### src/ucir_defines.vh
// Register offsets, field positions, reset values and timing for the USB config/irq block
`ifndef UCIR_DEFINES_VH
`define UCIR_DEFINES_VH
`define UCIR_AW 16
`define UCIR_OFS_EXT_INDEX 16'h4038
`define UCIR_OFS_EXT_DATA 16'h403a
`define UCIR_OFS_INPUT_CTRL 16'h4040
`define UCIR_OFS_RSVD_WORD 16'h4042
`define UCIR_OFS_PIN_STATUS 16'h4044
`define UCIR_OFS_IRQ_EN0 16'h4046
`define UCIR_OFS_IRQ_EN1 16'h4048
`define UCIR_OFS_IRQ_ST0 16'h404a
`define UCIR_OFS_IRQ_ST1 16'h404c
`define UCIR_OFS_IRQ_MSK0 16'h404e
`define UCIR_OFS_IRQ_MSK1 16'h4050
`define UCIR_OFS_SOFT_RESET 16'h4052
`define UCIR_OFS_WAIT_STATES 16'h4054
`define UCIR_IDX_STRING_CTRL 8'h08
`define UCIR_IDX_MAX_POWER 8'h09
`define UCIR_IDX_TOGGLES 8'h0a
`define UCIR_IDX_RSVD_B 8'h0b
`define UCIR_IDX_TX_FIFO_MODE 8'h0c
`define UCIR_RST_INPUT_CTRL 8'h0d
`define UCIR_RST_STRING_CTRL 1'h1
`define UCIR_RST_MAX_POWER 8'hfa
`define UCIR_RST_ST0 8'h02
`define UCIR_MAX_POWER_LIMIT 8'hfa
`define UCIR_SOFT_RESET_KEY 8'ha4
`define UCIR_INPUT_CTRL_MASK 8'h4c
`define UCIR_BIT_RX_ENABLE 6
`define UCIR_BIT_XFER_BULK 3
`define UCIR_BIT_WAKE_N 2
`define UCIR_BIT_DETECT 1
`define UCIR_BIT_PULLUP 0
`define UCIR_BIT_TOG_TX 7
`define UCIR_BIT_TOG_RX 6
`define UCIR_BIT_TOG_MBIN 5
`define UCIR_BIT_TOG_MBOUT 4
`define UCIR_ST0_MASK 8'h42
`define UCIR_ST1_MASK 8'h51
`define UCIR_BIT_ST0_RESET 1
`define UCIR_BIT_ST0_CONNECT 6
`define UCIR_BIT_ST1_DISCONN 6
`define UCIR_BIT_ST1_CONFIG 4
`define UCIR_BIT_ST1_EPREQ 0
`define UCIR_TOGGLE_DELAY 12
`define UCIR_DEBOUNCE_MS 500
`define UCIR_CLK_KHZ 250000
`endif

### src/ucir_regs.v
// USB client configuration, control and interrupt register bank
`timescale 1ns/10ps
`include "ucir_defines.vh"

module ucir_regs #(
  parameter DEBOUNCE_CYCLES = (`UCIR_CLK_KHZ * `UCIR_DEBOUNCE_MS)
) (
  input wire clk_i,
  input wire nrst_i,
  input wire [15:0] addr_i,
  input wire [15:0] wdata_i,
  input wire wr_i,
  input wire rd_i,
  output reg [15:0] rdata_o,
  input wire cable_detect_input_i,
  input wire host_connect_i,
  input wire host_disconnect_i,
  input wire dev_configured_i,
  input wire ep_request_i,
  input wire function_reset_event_i,
  input wire tx_endpoint_valid_i,
  input wire tx_fifo_has_data_i,
  input wire tx_in_done_i,
  input wire rx_out_done_i,
  input wire mbox_in_done_i,
  input wire mbox_out_done_i,
  output reg diff_receiver_enable_o,
  output reg xfer_bulk_o,
  output reg remote_wake_start_o,
  output reg line_pullup_output_o,
  output reg string_enable_o,
  output reg [7:0] max_power_o,
  output reg tx_endpoint_toggle_o,
  output reg rx_endpoint_toggle_o,
  output reg mailbox_in_toggle_o,
  output reg mailbox_out_toggle_o,
  output reg tx_send_allowed_o,
  output reg [1:0] wait_states_o,
  output reg usb_module_reset_o,
  output reg irq_o
);
  // Width of the toggle read-back delay counter
  localparam TW = 4;

  reg [7:0] ext_index_q;
  reg [7:0] input_ctrl_q;
  reg string_en_q;
  reg [7:0] max_power_q;
  reg [3:0] tog_q;
  reg [3:0] tog_rd_q;
  reg [3:0] tog_pend_q;
  reg [TW-1:0] tog_cnt_q;
  reg tx_mode_q;
  reg pullup_q;
  reg [7:0] en0_q;
  reg [7:0] en1_q;
  reg [7:0] st0_q;
  reg [7:0] st1_q;
  reg [1:0] wait_q;
  reg [2:0] ev_prev_q;
  reg ev_init_q;
  reg det_s1_q;
  reg det_s2_q;
  reg det_raw_q;
  reg det_stable_q;
  reg [31:0] deb_cnt_q;
  reg [2:0] ev_s1_q;
  reg [2:0] ev_s2_q;
  reg fre_s1_q;
  reg fre_s2_q;
  reg fre_prev_q;
  reg [7:0] ext_rd;
  reg [15:0] rd_d;
  reg [3:0] tog_evt;
  reg [7:0] st0_d;
  reg [7:0] st1_d;
  reg cnt_s1_q;
  reg cnt_s2_q;

  wire wr_ext = wr_i && (addr_i == `UCIR_OFS_EXT_DATA);
  wire wr_tog = wr_ext && (ext_index_q == `UCIR_IDX_TOGGLES);
  wire [7:0] msk0 = st0_q & en0_q;
  wire [7:0] msk1 = st1_q & en1_q;
  wire [2:0] ev_fall = ev_prev_q & ~ev_s2_q;
  wire fre_rise = fre_s2_q & ~fre_prev_q;
  wire host_connect_s = cnt_s2_q;
  wire [7:0] set0 = {1'b0, host_connect_s, 4'h0, fre_rise, 1'b0};
  wire [7:0] set1 = {1'b0, ev_fall[2], 1'b0, ev_fall[1], 3'h0, ev_fall[0]} & {8{ev_init_q}};
  // Only the low byte is implemented; upper write data is ignored
  wire [7:0] wlo = wdata_i[7:0];
  wire wr_ic = wr_i && (addr_i == `UCIR_OFS_INPUT_CTRL);
  wire wr_st0 = wr_i && (addr_i == `UCIR_OFS_IRQ_ST0);
  wire wr_st1 = wr_i && (addr_i == `UCIR_OFS_IRQ_ST1);
  wire wr_key = wr_i && (addr_i == `UCIR_OFS_SOFT_RESET) && (wlo == `UCIR_SOFT_RESET_KEY);
  wire [7:0] clr0 = wr_st0 ? wlo : 8'h00;
  wire [7:0] clr1 = wr_st1 ? wlo : 8'h00;
  wire [3:0] tog_d;
  wire deb_done = (deb_cnt_q >= DEBOUNCE_CYCLES - 1);

  // Extended index and simple registers
  always @(posedge clk_i or negedge nrst_i) begin
    if (!nrst_i) begin
      ext_index_q <= 8'h00;
      input_ctrl_q <= `UCIR_RST_INPUT_CTRL;
      string_en_q <= `UCIR_RST_STRING_CTRL;
      max_power_q <= `UCIR_RST_MAX_POWER;
      tx_mode_q <= 1'b0;
      pullup_q <= 1'b0;
      en0_q <= 8'h00;
      en1_q <= 8'h00;
      wait_q <= 2'h0;
    end else if (wr_i) begin
      case (addr_i)
        `UCIR_OFS_EXT_INDEX: ext_index_q <= wlo;
        // Reserved input-control bits are dropped so they read back as zero after a write; reset loads reserved bit 0 as 1
        `UCIR_OFS_INPUT_CTRL: input_ctrl_q <= wlo & `UCIR_INPUT_CTRL_MASK;
        `UCIR_OFS_PIN_STATUS: pullup_q <= wlo[`UCIR_BIT_PULLUP];
        `UCIR_OFS_IRQ_EN0: en0_q <= wlo & `UCIR_ST0_MASK;
        `UCIR_OFS_IRQ_EN1: en1_q <= wlo & `UCIR_ST1_MASK;
        `UCIR_OFS_WAIT_STATES: wait_q <= wlo[1:0];
        `UCIR_OFS_EXT_DATA: begin
          case (ext_index_q)
            `UCIR_IDX_STRING_CTRL: string_en_q <= wlo[0];
            `UCIR_IDX_MAX_POWER: begin
              // Clamp keeps the descriptor within the bus power limit
              if (wlo > `UCIR_MAX_POWER_LIMIT) begin
                max_power_q <= `UCIR_MAX_POWER_LIMIT;
              end else begin
                max_power_q <= wlo;
              end
            end
            `UCIR_IDX_TX_FIFO_MODE: tx_mode_q <= wlo[0];
            default: ;
          endcase
        end
        default: ;
      endcase
    end
  end

  // Data toggles: the endpoint engine flips each after a successful transfer
  always @* begin
    tog_evt = {tx_in_done_i, rx_out_done_i, mbox_in_done_i, mbox_out_done_i};
  end

  genvar g;
  generate
    for (g = 0; g < 4; g = g + 1) begin : g_tog
      // A CPU write overrides a completion that lands in the same cycle
      assign tog_d[g] = wr_tog ? wlo[`UCIR_BIT_TOG_MBOUT + g] : (tog_q[g] ^ tog_evt[g]);
    end
  endgenerate

  always @(posedge clk_i or negedge nrst_i) begin
    if (!nrst_i) begin
      tog_q <= 4'h0;
      tog_rd_q <= 4'h0;
      tog_pend_q <= 4'h0;
      tog_cnt_q <= 4'h0;
    end else begin
      tog_q <= tog_d;
      if (wr_tog) begin
        tog_pend_q <= 4'hf;
        tog_cnt_q <= 4'h0;
      end else begin
        if (tog_pend_q != 4'h0) begin
          // Read-back lags a write by the documented settle time
          if (tog_cnt_q == (`UCIR_TOGGLE_DELAY - 1)) begin
            tog_pend_q <= 4'h0;
          end else begin
            tog_cnt_q <= tog_cnt_q + 4'h1;
          end
        end
      end
      if (tog_pend_q == 4'h0 && !wr_tog) begin
        tog_rd_q <= tog_q;
      end
    end
  end

  // Input synchronisers for pins and internal events from other logic
  always @(posedge clk_i or negedge nrst_i) begin
    if (!nrst_i) begin
      det_s1_q <= 1'b0;
      det_s2_q <= 1'b0;
      ev_s1_q <= 3'h0;
      ev_s2_q <= 3'h0;
      fre_s1_q <= 1'b0;
      fre_s2_q <= 1'b0;
      cnt_s1_q <= 1'b0;
      cnt_s2_q <= 1'b0;
    end else begin
      det_s1_q <= cable_detect_input_i;
      det_s2_q <= det_s1_q;
      ev_s1_q <= {host_disconnect_i, dev_configured_i, ep_request_i};
      ev_s2_q <= ev_s1_q;
      fre_s1_q <= function_reset_event_i;
      fre_s2_q <= fre_s1_q;
      cnt_s1_q <= host_connect_i;
      cnt_s2_q <= cnt_s1_q;
    end
  end

  // Debounce: status follows the pin only after it has held steady
  always @(posedge clk_i or negedge nrst_i) begin
    if (!nrst_i) begin
      det_raw_q <= 1'b0;
      det_stable_q <= 1'b0;
      deb_cnt_q <= 32'h0;
    end else begin
      det_raw_q <= det_s2_q;
      // Counter restarts on every change, so bounces never reach the status
      if (det_s2_q != det_raw_q) begin
        deb_cnt_q <= 32'h0;
      end else if (deb_done) begin
        det_stable_q <= det_raw_q;
      end else begin
        deb_cnt_q <= deb_cnt_q + 32'h1;
      end
    end
  end

  // Next status: a set beats a clear in the same cycle so no event is lost
  always @* begin
    st0_d = ((st0_q & ~clr0) | set0) & `UCIR_ST0_MASK;
    st1_d = ((st1_q & ~clr1) | set1) & `UCIR_ST1_MASK;
  end

  // Sticky status registers
  always @(posedge clk_i or negedge nrst_i) begin
    if (!nrst_i) begin
      st0_q <= `UCIR_RST_ST0;
      st1_q <= 8'h00;
      ev_prev_q <= 3'h0;
      ev_init_q <= 1'b0;
      fre_prev_q <= 1'b0;
    end else begin
      ev_prev_q <= ev_s2_q;
      ev_init_q <= 1'b1;
      fre_prev_q <= fre_s2_q;
      st0_q <= st0_d;
      st1_q <= st1_d;
    end
  end

  // Extended read mux
  // Toggles read back through the delayed copy, never the live bits
  always @* begin
    case (ext_index_q)
      `UCIR_IDX_STRING_CTRL: ext_rd = {7'h0, string_en_q};
      `UCIR_IDX_MAX_POWER: ext_rd = max_power_q;
      `UCIR_IDX_TOGGLES: ext_rd = {tog_rd_q, 4'h0};
      `UCIR_IDX_TX_FIFO_MODE: ext_rd = {7'h0, tx_mode_q};
      default: ext_rd = 8'h00;
    endcase
  end

  // Unmapped, reserved and write-only offsets read back as zero
  always @* begin
    case (addr_i)
      `UCIR_OFS_EXT_INDEX: rd_d = {8'h00, ext_index_q};
      `UCIR_OFS_EXT_DATA: rd_d = {8'h00, ext_rd};
      `UCIR_OFS_INPUT_CTRL: rd_d = {8'h00, input_ctrl_q};
      `UCIR_OFS_PIN_STATUS: rd_d = {14'h0, det_stable_q, pullup_q};
      `UCIR_OFS_IRQ_EN0: rd_d = {8'h00, en0_q};
      `UCIR_OFS_IRQ_EN1: rd_d = {8'h00, en1_q};
      `UCIR_OFS_IRQ_ST0: rd_d = {8'h00, st0_q};
      `UCIR_OFS_IRQ_ST1: rd_d = {8'h00, st1_q};
      `UCIR_OFS_IRQ_MSK0: rd_d = {8'h00, msk0};
      `UCIR_OFS_IRQ_MSK1: rd_d = {8'h00, msk1};
      `UCIR_OFS_WAIT_STATES: rd_d = {14'h0, wait_q};
      default: rd_d = 16'h0000;
    endcase
  end

  // Registered outputs
  always @(posedge clk_i or negedge nrst_i) begin
    if (!nrst_i) begin
      rdata_o <= 16'h0000;
      diff_receiver_enable_o <= 1'b0;
      xfer_bulk_o <= 1'b0;
      remote_wake_start_o <= 1'b0;
      line_pullup_output_o <= 1'b0;
      string_enable_o <= 1'b0;
      max_power_o <= 8'h00;
      tx_endpoint_toggle_o <= 1'b0;
      rx_endpoint_toggle_o <= 1'b0;
      mailbox_in_toggle_o <= 1'b0;
      mailbox_out_toggle_o <= 1'b0;
      tx_send_allowed_o <= 1'b0;
      wait_states_o <= 2'h0;
      usb_module_reset_o <= 1'b0;
      irq_o <= 1'b0;
    end else begin
      // Read data is zero outside the cycle after a read strobe
      rdata_o <= rd_i ? rd_d : 16'h0000;
      diff_receiver_enable_o <= input_ctrl_q[`UCIR_BIT_RX_ENABLE];
      xfer_bulk_o <= input_ctrl_q[`UCIR_BIT_XFER_BULK];
      // One pulse per write of 0; the stored bit is not a held request
      remote_wake_start_o <= wr_ic && !wlo[`UCIR_BIT_WAKE_N];
      line_pullup_output_o <= pullup_q;
      string_enable_o <= string_en_q;
      max_power_o <= max_power_q;
      tx_endpoint_toggle_o <= tog_q[3];
      rx_endpoint_toggle_o <= tog_q[2];
      mailbox_in_toggle_o <= tog_q[1];
      mailbox_out_toggle_o <= tog_q[0];
      tx_send_allowed_o <= tx_fifo_has_data_i
                           && (!tx_mode_q || tx_endpoint_valid_i);
      wait_states_o <= wait_q;
      usb_module_reset_o <= wr_key;
      // Level request; software lowers it by clearing status or enables
      irq_o <= (|msk0) | (|msk1);
    end
  end
endmodule // ucir_regs

### config.mk
export PLATFORM = sky130hd
export DESIGN_NAME = ucir_regs
export DESIGN_NICKNAME = d
export VERILOG_FILES = /design/src/ucir_regs.v
export VERILOG_INCLUDE_DIRS = /design/src
export SDC_FILE = /design/constraint.sdc
export NUM_CORES = 1
export LEC_CHECK = 0
export BUFFER_PORTS_ARGS = -buffer_cell sky130_fd_sc_hd__buf_2
export CAP_MARGIN = 30
export CORE_AREA = 2 2 131 133
export DETAILED_ROUTE_END_ITERATION = 6
export DIE_AREA = 0 0 133 135
export SYNTH_ARGS = -nofsm -noshare
export SYNTH_HDL_FRONTEND = slang
export SYNTH_SLANG_ARGS = --single-unit
### constraint.sdc
create_clock -name clk_i -period 4.2 [get_ports clk_i]
set_clock_uncertainty 0.2 [all_clocks]
set_input_delay 0 -clock clk_i [delete_from_list [all_inputs] [get_ports clk_i]]
set_output_delay 0 -clock clk_i [all_outputs]
set_load 0.01 [all_outputs]
Word level (Yosys, flattened, before mapping). Index checks and enable logic that the tools add are counted.

Input port bits: 48. Bits in registers: 140.

Add/subtract/negate cells: 2. Bitwise operators: 19. Reduce and logical (&&, ||, !) cells: 32. Multiplexer cells: 18. Order comparisons: 2. Equality and inequality tests: 21.

Operators by type and width (count): $eq 16x15->1 const B (12); $pmux 8 s11 (1); $mux 32 (2); $and 7x7->7 (5); $add 32x1->32 const B (1); $eq 8x4->1 const B (4); $ge 32x27->1 const B (1); $pmux 8 s4 (1); $mux 4 (6); $reduce_and 2->1 (9); $mux 16 (1); $reduce_or 8->1 (2); $mux 7 (2); $not 7->7 (2); $or 7x7->7 (2); $logic_and 1x1->1 (10); $reduce_and 3->1 (3); $eq 8x8->1 const B (1); $gt 8x8->1 const B (1); $mux 8 (1); $add 4x1->4 const B (1); $eq 4x4->1 const B (1); $logic_not 4->1 (1); $mux 1 (4); other kinds (13) (20).

Depth between registers and ports, before layout.
Depth in word-level cells: 6. Gate-level depth with buffers: 8.

Least setup slack after synthesis. OpenSTA, ideal clock, no wires.

Kind: register -> register. Start: reg deb_cnt_q[0]. End: reg deb_cnt_q[5]. Period minus slack after synthesis: 2.260 ns. Arrival time: 1.929 ns. Path slack: 1.940 ns. Stages on the path, launching flop included: 9. Buffers on the path: 1. Library setup time: 0.132 ns. Cells stage by stage: dfrtp_1 > ha_1 > nand2_1 > o211ai_1 > a311o_1 > buf_2 > a2111oi_2 > xnor2_1 > nor2_1.

Word-level cells in the longest chain between the ends: 3. Elaborated cells on any way between the ends: 5. Those cells by class: 1 x add/sub; 1 x order compare; 1 x eq/ne; 2 x mux.

Ends and longest elaborated chain: start: declaration (RTL line ucir_regs.v:66) `reg [31:0] deb_cnt_q;`; start signal: assignment (RTL line ucir_regs.v:218) `deb_cnt_q <= deb_cnt_q + 32'h1;`; $add 32x1->32 (RTL line ucir_regs.v:218); $mux 32 (RTL line ucir_regs.v:215) `end else if (deb_done) begin`; $mux 32 (RTL line ucir_regs.v:213) `if (det_s2_q != det_raw_q) begin`.

Parallel ways exist; a longest one is shown, timed or not. The select of a mux whose other input is x is not followed. A chain may end at the register's enable or synchronous reset.

Worst setup path in the final report.
Start: in addr_i[15]. End: reg remote_wake_start_o.

Word-level cells in the longest chain between the ends: 3.

Ends and longest elaborated chain: start: declaration (RTL line ucir_regs.v:10) `input wire [15:0] addr_i,`; $eq 16x15->1; $logic_and 1x1->1 (RTL line ucir_regs.v:91) `` wire wr_ic = wr_i && (addr_i == `UCIR_OFS_INPUT_CTRL); ``; $logic_and 1x1->1 (RTL line ucir_regs.v:300) `` remote_wake_start_o <= wr_ic && !wlo[`UCIR_BIT_WAKE_N]; ``; end signal: assignment (RTL line ucir_regs.v:300); end: declaration (RTL line ucir_regs.v:29) `output reg remote_wake_start_o,`.

Every way passes these cells.

==> out/metrics.yaml <==
cp_max_fo: 6
ys_ff_latch: 129
path_class: "input pin to flop"
max_stage_delay_ns: 0.66
netlist_instances: 501
peakVddDrop_mv: 0.310
path_clk_slew_ns: 0.06
viasPerCell: 5.08
status: "completed"
p_int_mw: 2.31
fin_nets: 668
synth_cell_types: 64
slowest_stage: "dlygate4sd3_1"
netlist.area_leader.share_pct: 52.0
stdcell_count: 851
antenna_found_initial: 0
yosysSeqAreaShare_pct: 57.0
yosys_warnings: 0
cp_cell_sequence: "dlygate4sd3_1 > buf_2 > nor4b_2 > dlygate4sd3_1 > and2_1 > nand2_1 > nor3_1 > nand2_1 > nor2_1 > dlygate4sd3_1"
powerDensity_mw_per_mm2: 420
maxCapViolations: 0
end_kind: "flop"
place_inst: 780
setup_viol_count_final: 0
hold_buffers: 39
ys_async_sr_fraction_pct: 100
cts-root-buf: "clkbuf_16"
area_delta_synth_final_pct: 27.3
syn_area_sq_mm: 0.00568
track_usage_pct: 15.7
path_delay_family: "buffers and inverters"
grt_pass1_wl_microns: 22000
reg2regPathDepth: 7
rsz0062_at_grt: "no"
hold_viol_final: 0
postSynthAreaPerCell_sq_um: 11.3
crit_buf_inv: 4
synth.area.top_cells: "dfrtp_1, mux2_2, dfstp_2, nor2_1, nand2_1"
worstPathRequired_ns: 4.34
cp.depth: 10
route.detailed.drc: 0
min_period_over_period_pct: 76.4
hpwl_microns: 9230
yosys-top-cells-count: "dfrtp_1, nor2_1, nand2_1"
cts_resized: 0
fmax_mhz: 312
fin_setup_tns_ns: 0
via_count: 4320
pwr-share-seq_pct: 44.9
fp.dieArea_sq_mm: 0.0180
slew_headroom_pct: 32.3
swShare_pct: 23.9
power.switching_uw: 725
grt-ovfl-total: 0
start_util_pct: 34.6
final_max_slew_viol_count: 0
core-area_sq_mm: 0.0164
clkPwrFrac_pct: 47.7
htreeDepth: 4
placed_area_sq_mm: 0.00626
critPathMostFrequentCell: "dlygate4sd3_1"
synth_top_area_cell: "dfrtp_1"
timing.final.crit_period_ns: 3.21
postCtsSetupRepairBufs: 0
pwr-share-comb_pct: 7.4
drive_above_1_share_pct: 27.1
first_global_vias: 4352
dieWidth_microns: 133
dieHeight_microns: 135
final_area_sq_mm: 0.00723
synthFlopType: "dfrtp_1"
wl_per_cell_microns: 16.0
numPortBuffers: 69
routed_wl_microns: 13600
synth_most_common_cell: "dfrtp_1"
p_leak_nw: 3.26
clockBufferDepth: 2
first_iter_violations: 354
ios: 86
arrival_ns: 3.35
drtAntennaViolNets: 0
rows: 47
cts.sinks: 129
worstMarginPinSlew_ns: 1.01
hold_class: "input pin to async pin"
grt_start_max_net_pins: 92
clkLatencyLatePin_ns: 0.41
antennaDiodeCount: 0
numCtsBuffers: 17
place.gp.congestion: 0.898
drt-pass1-iter-count: 5
startpoint_type: "input pin"
cts_tree: "yes"
synth_edf_count: 0
## placed cells by master, fill, tap and decap left out, drive strengths merged, types with 3 or more instances in the layout
cell         instances
a211oi               5
a21o                 3
a21oi               22
a22o                 5
a22oi                6
a31o                 5
a31oi                5
a41o                 3
and2                 9
and3                10
buf                 74
clkbuf              19
clkinvlp             4
conb                 9
dfrtp              118
dfstp               11
dlygate4sd3         39
inv                 17
mux2                34
mux2i                4
nand2               48
nand2b               4
nand3               18
nand3b               3
nand4                7
nor2                48
nor2b                5
nor3                 9
nor4                10
o211ai               6
o21ai               12
or3                  5
xnor2               11
xor2                11
## cell type report
type / instances / area (sq um)
clock buffer: 19 / 433
clock inverter: 13 / 151
fill: 1525 / 9170
inverter: 12 / 45.0
multi-input combinational: 345 / 2310
sequential: 129 / 3240
tap: 220 / 275
timing repair buffer: 113 / 779
## path summary, 6_finish.rpt
kind	startpoint	end	slack, ns
worst max-delay path	addr_i[15]	remote_wake_start_o	0.99
worst min-delay path	nrst_i	tx_send_allowed_o	0.03
worst max register to register	ext_index_q[5]	rdata_o[1]	1.31
worst min register to register	fre_s1_q	fre_s2_q	0.14
max in group asynchronous	nrst_i	deb_cnt_q[0]	2.76
min in group clk_i	host_connect_i	cnt_s1_q	0.03
## layer usage
layer / global-route usage (%) / up-vias / part of all wire [%]
met1: 20.1 / 2178 / 45
met2: 25.8 / 109 / 50
met3: 4.77 / 6 / 4.7
li1: - / 2027 / -
met5: 0 / - / 0
met4: 4.48 / 0 / 0.57
## cell families after synthesis
kind of cell	synth area share, %
flops	57.0
xor+xnor	3.39
compound gates	11.1
buf+inv	2.91
mux	7.71
simple gates	17.3
fa+ha+maj	0.440
other cells	0.132
## power groups by stage
stage | Clock (mW) | Sequential, mW | Combinational, mW
finish | 1.45 | 1.36 | 0.226
global route | 1.55 | 1.37 | 0.248
detailed placement | 0 | 1.38 | 0.208
global placement | 0 | 1.38 | 0.198
CTS | 1.48 | 1.36 | 0.231
floorplan | 0 | 1.38 | 0.105
## through the flow
stage,hold WS [ns],setup slack (ns),power (mW),utilization (%)
floorplan,-0.496,1.94,1.49,-
global placement,-0.0923,1.59,1.58,38.1
detailed placement,-0.0903,1.56,1.59,38.2
CTS,0.00186,1.06,3.08,44.1
global route,0.0130,0.812,3.17,44.1
finish,0.0277,0.991,3.04,44.1
## registers in the layout, summed over array words and instances, names as in the netlist, 2 cells and up
name / cells
deb_cnt_q: 32
en0_q: 2
en1_q: 3
ev_prev_q: 3
ev_s1_q: 3
ev_s2_q: 3
ext_index_q: 8
input_ctrl_q: 4
max_power_o: 8
max_power_q: 8
rdata_o: 8
st0_q: 2
st1_q: 3
tog_cnt_q: 4
tog_q: 4
tog_rd_q: 4
wait_q: 2
wait_states_o: 2
Note: power is estimated with default switching activity, not from simulation.
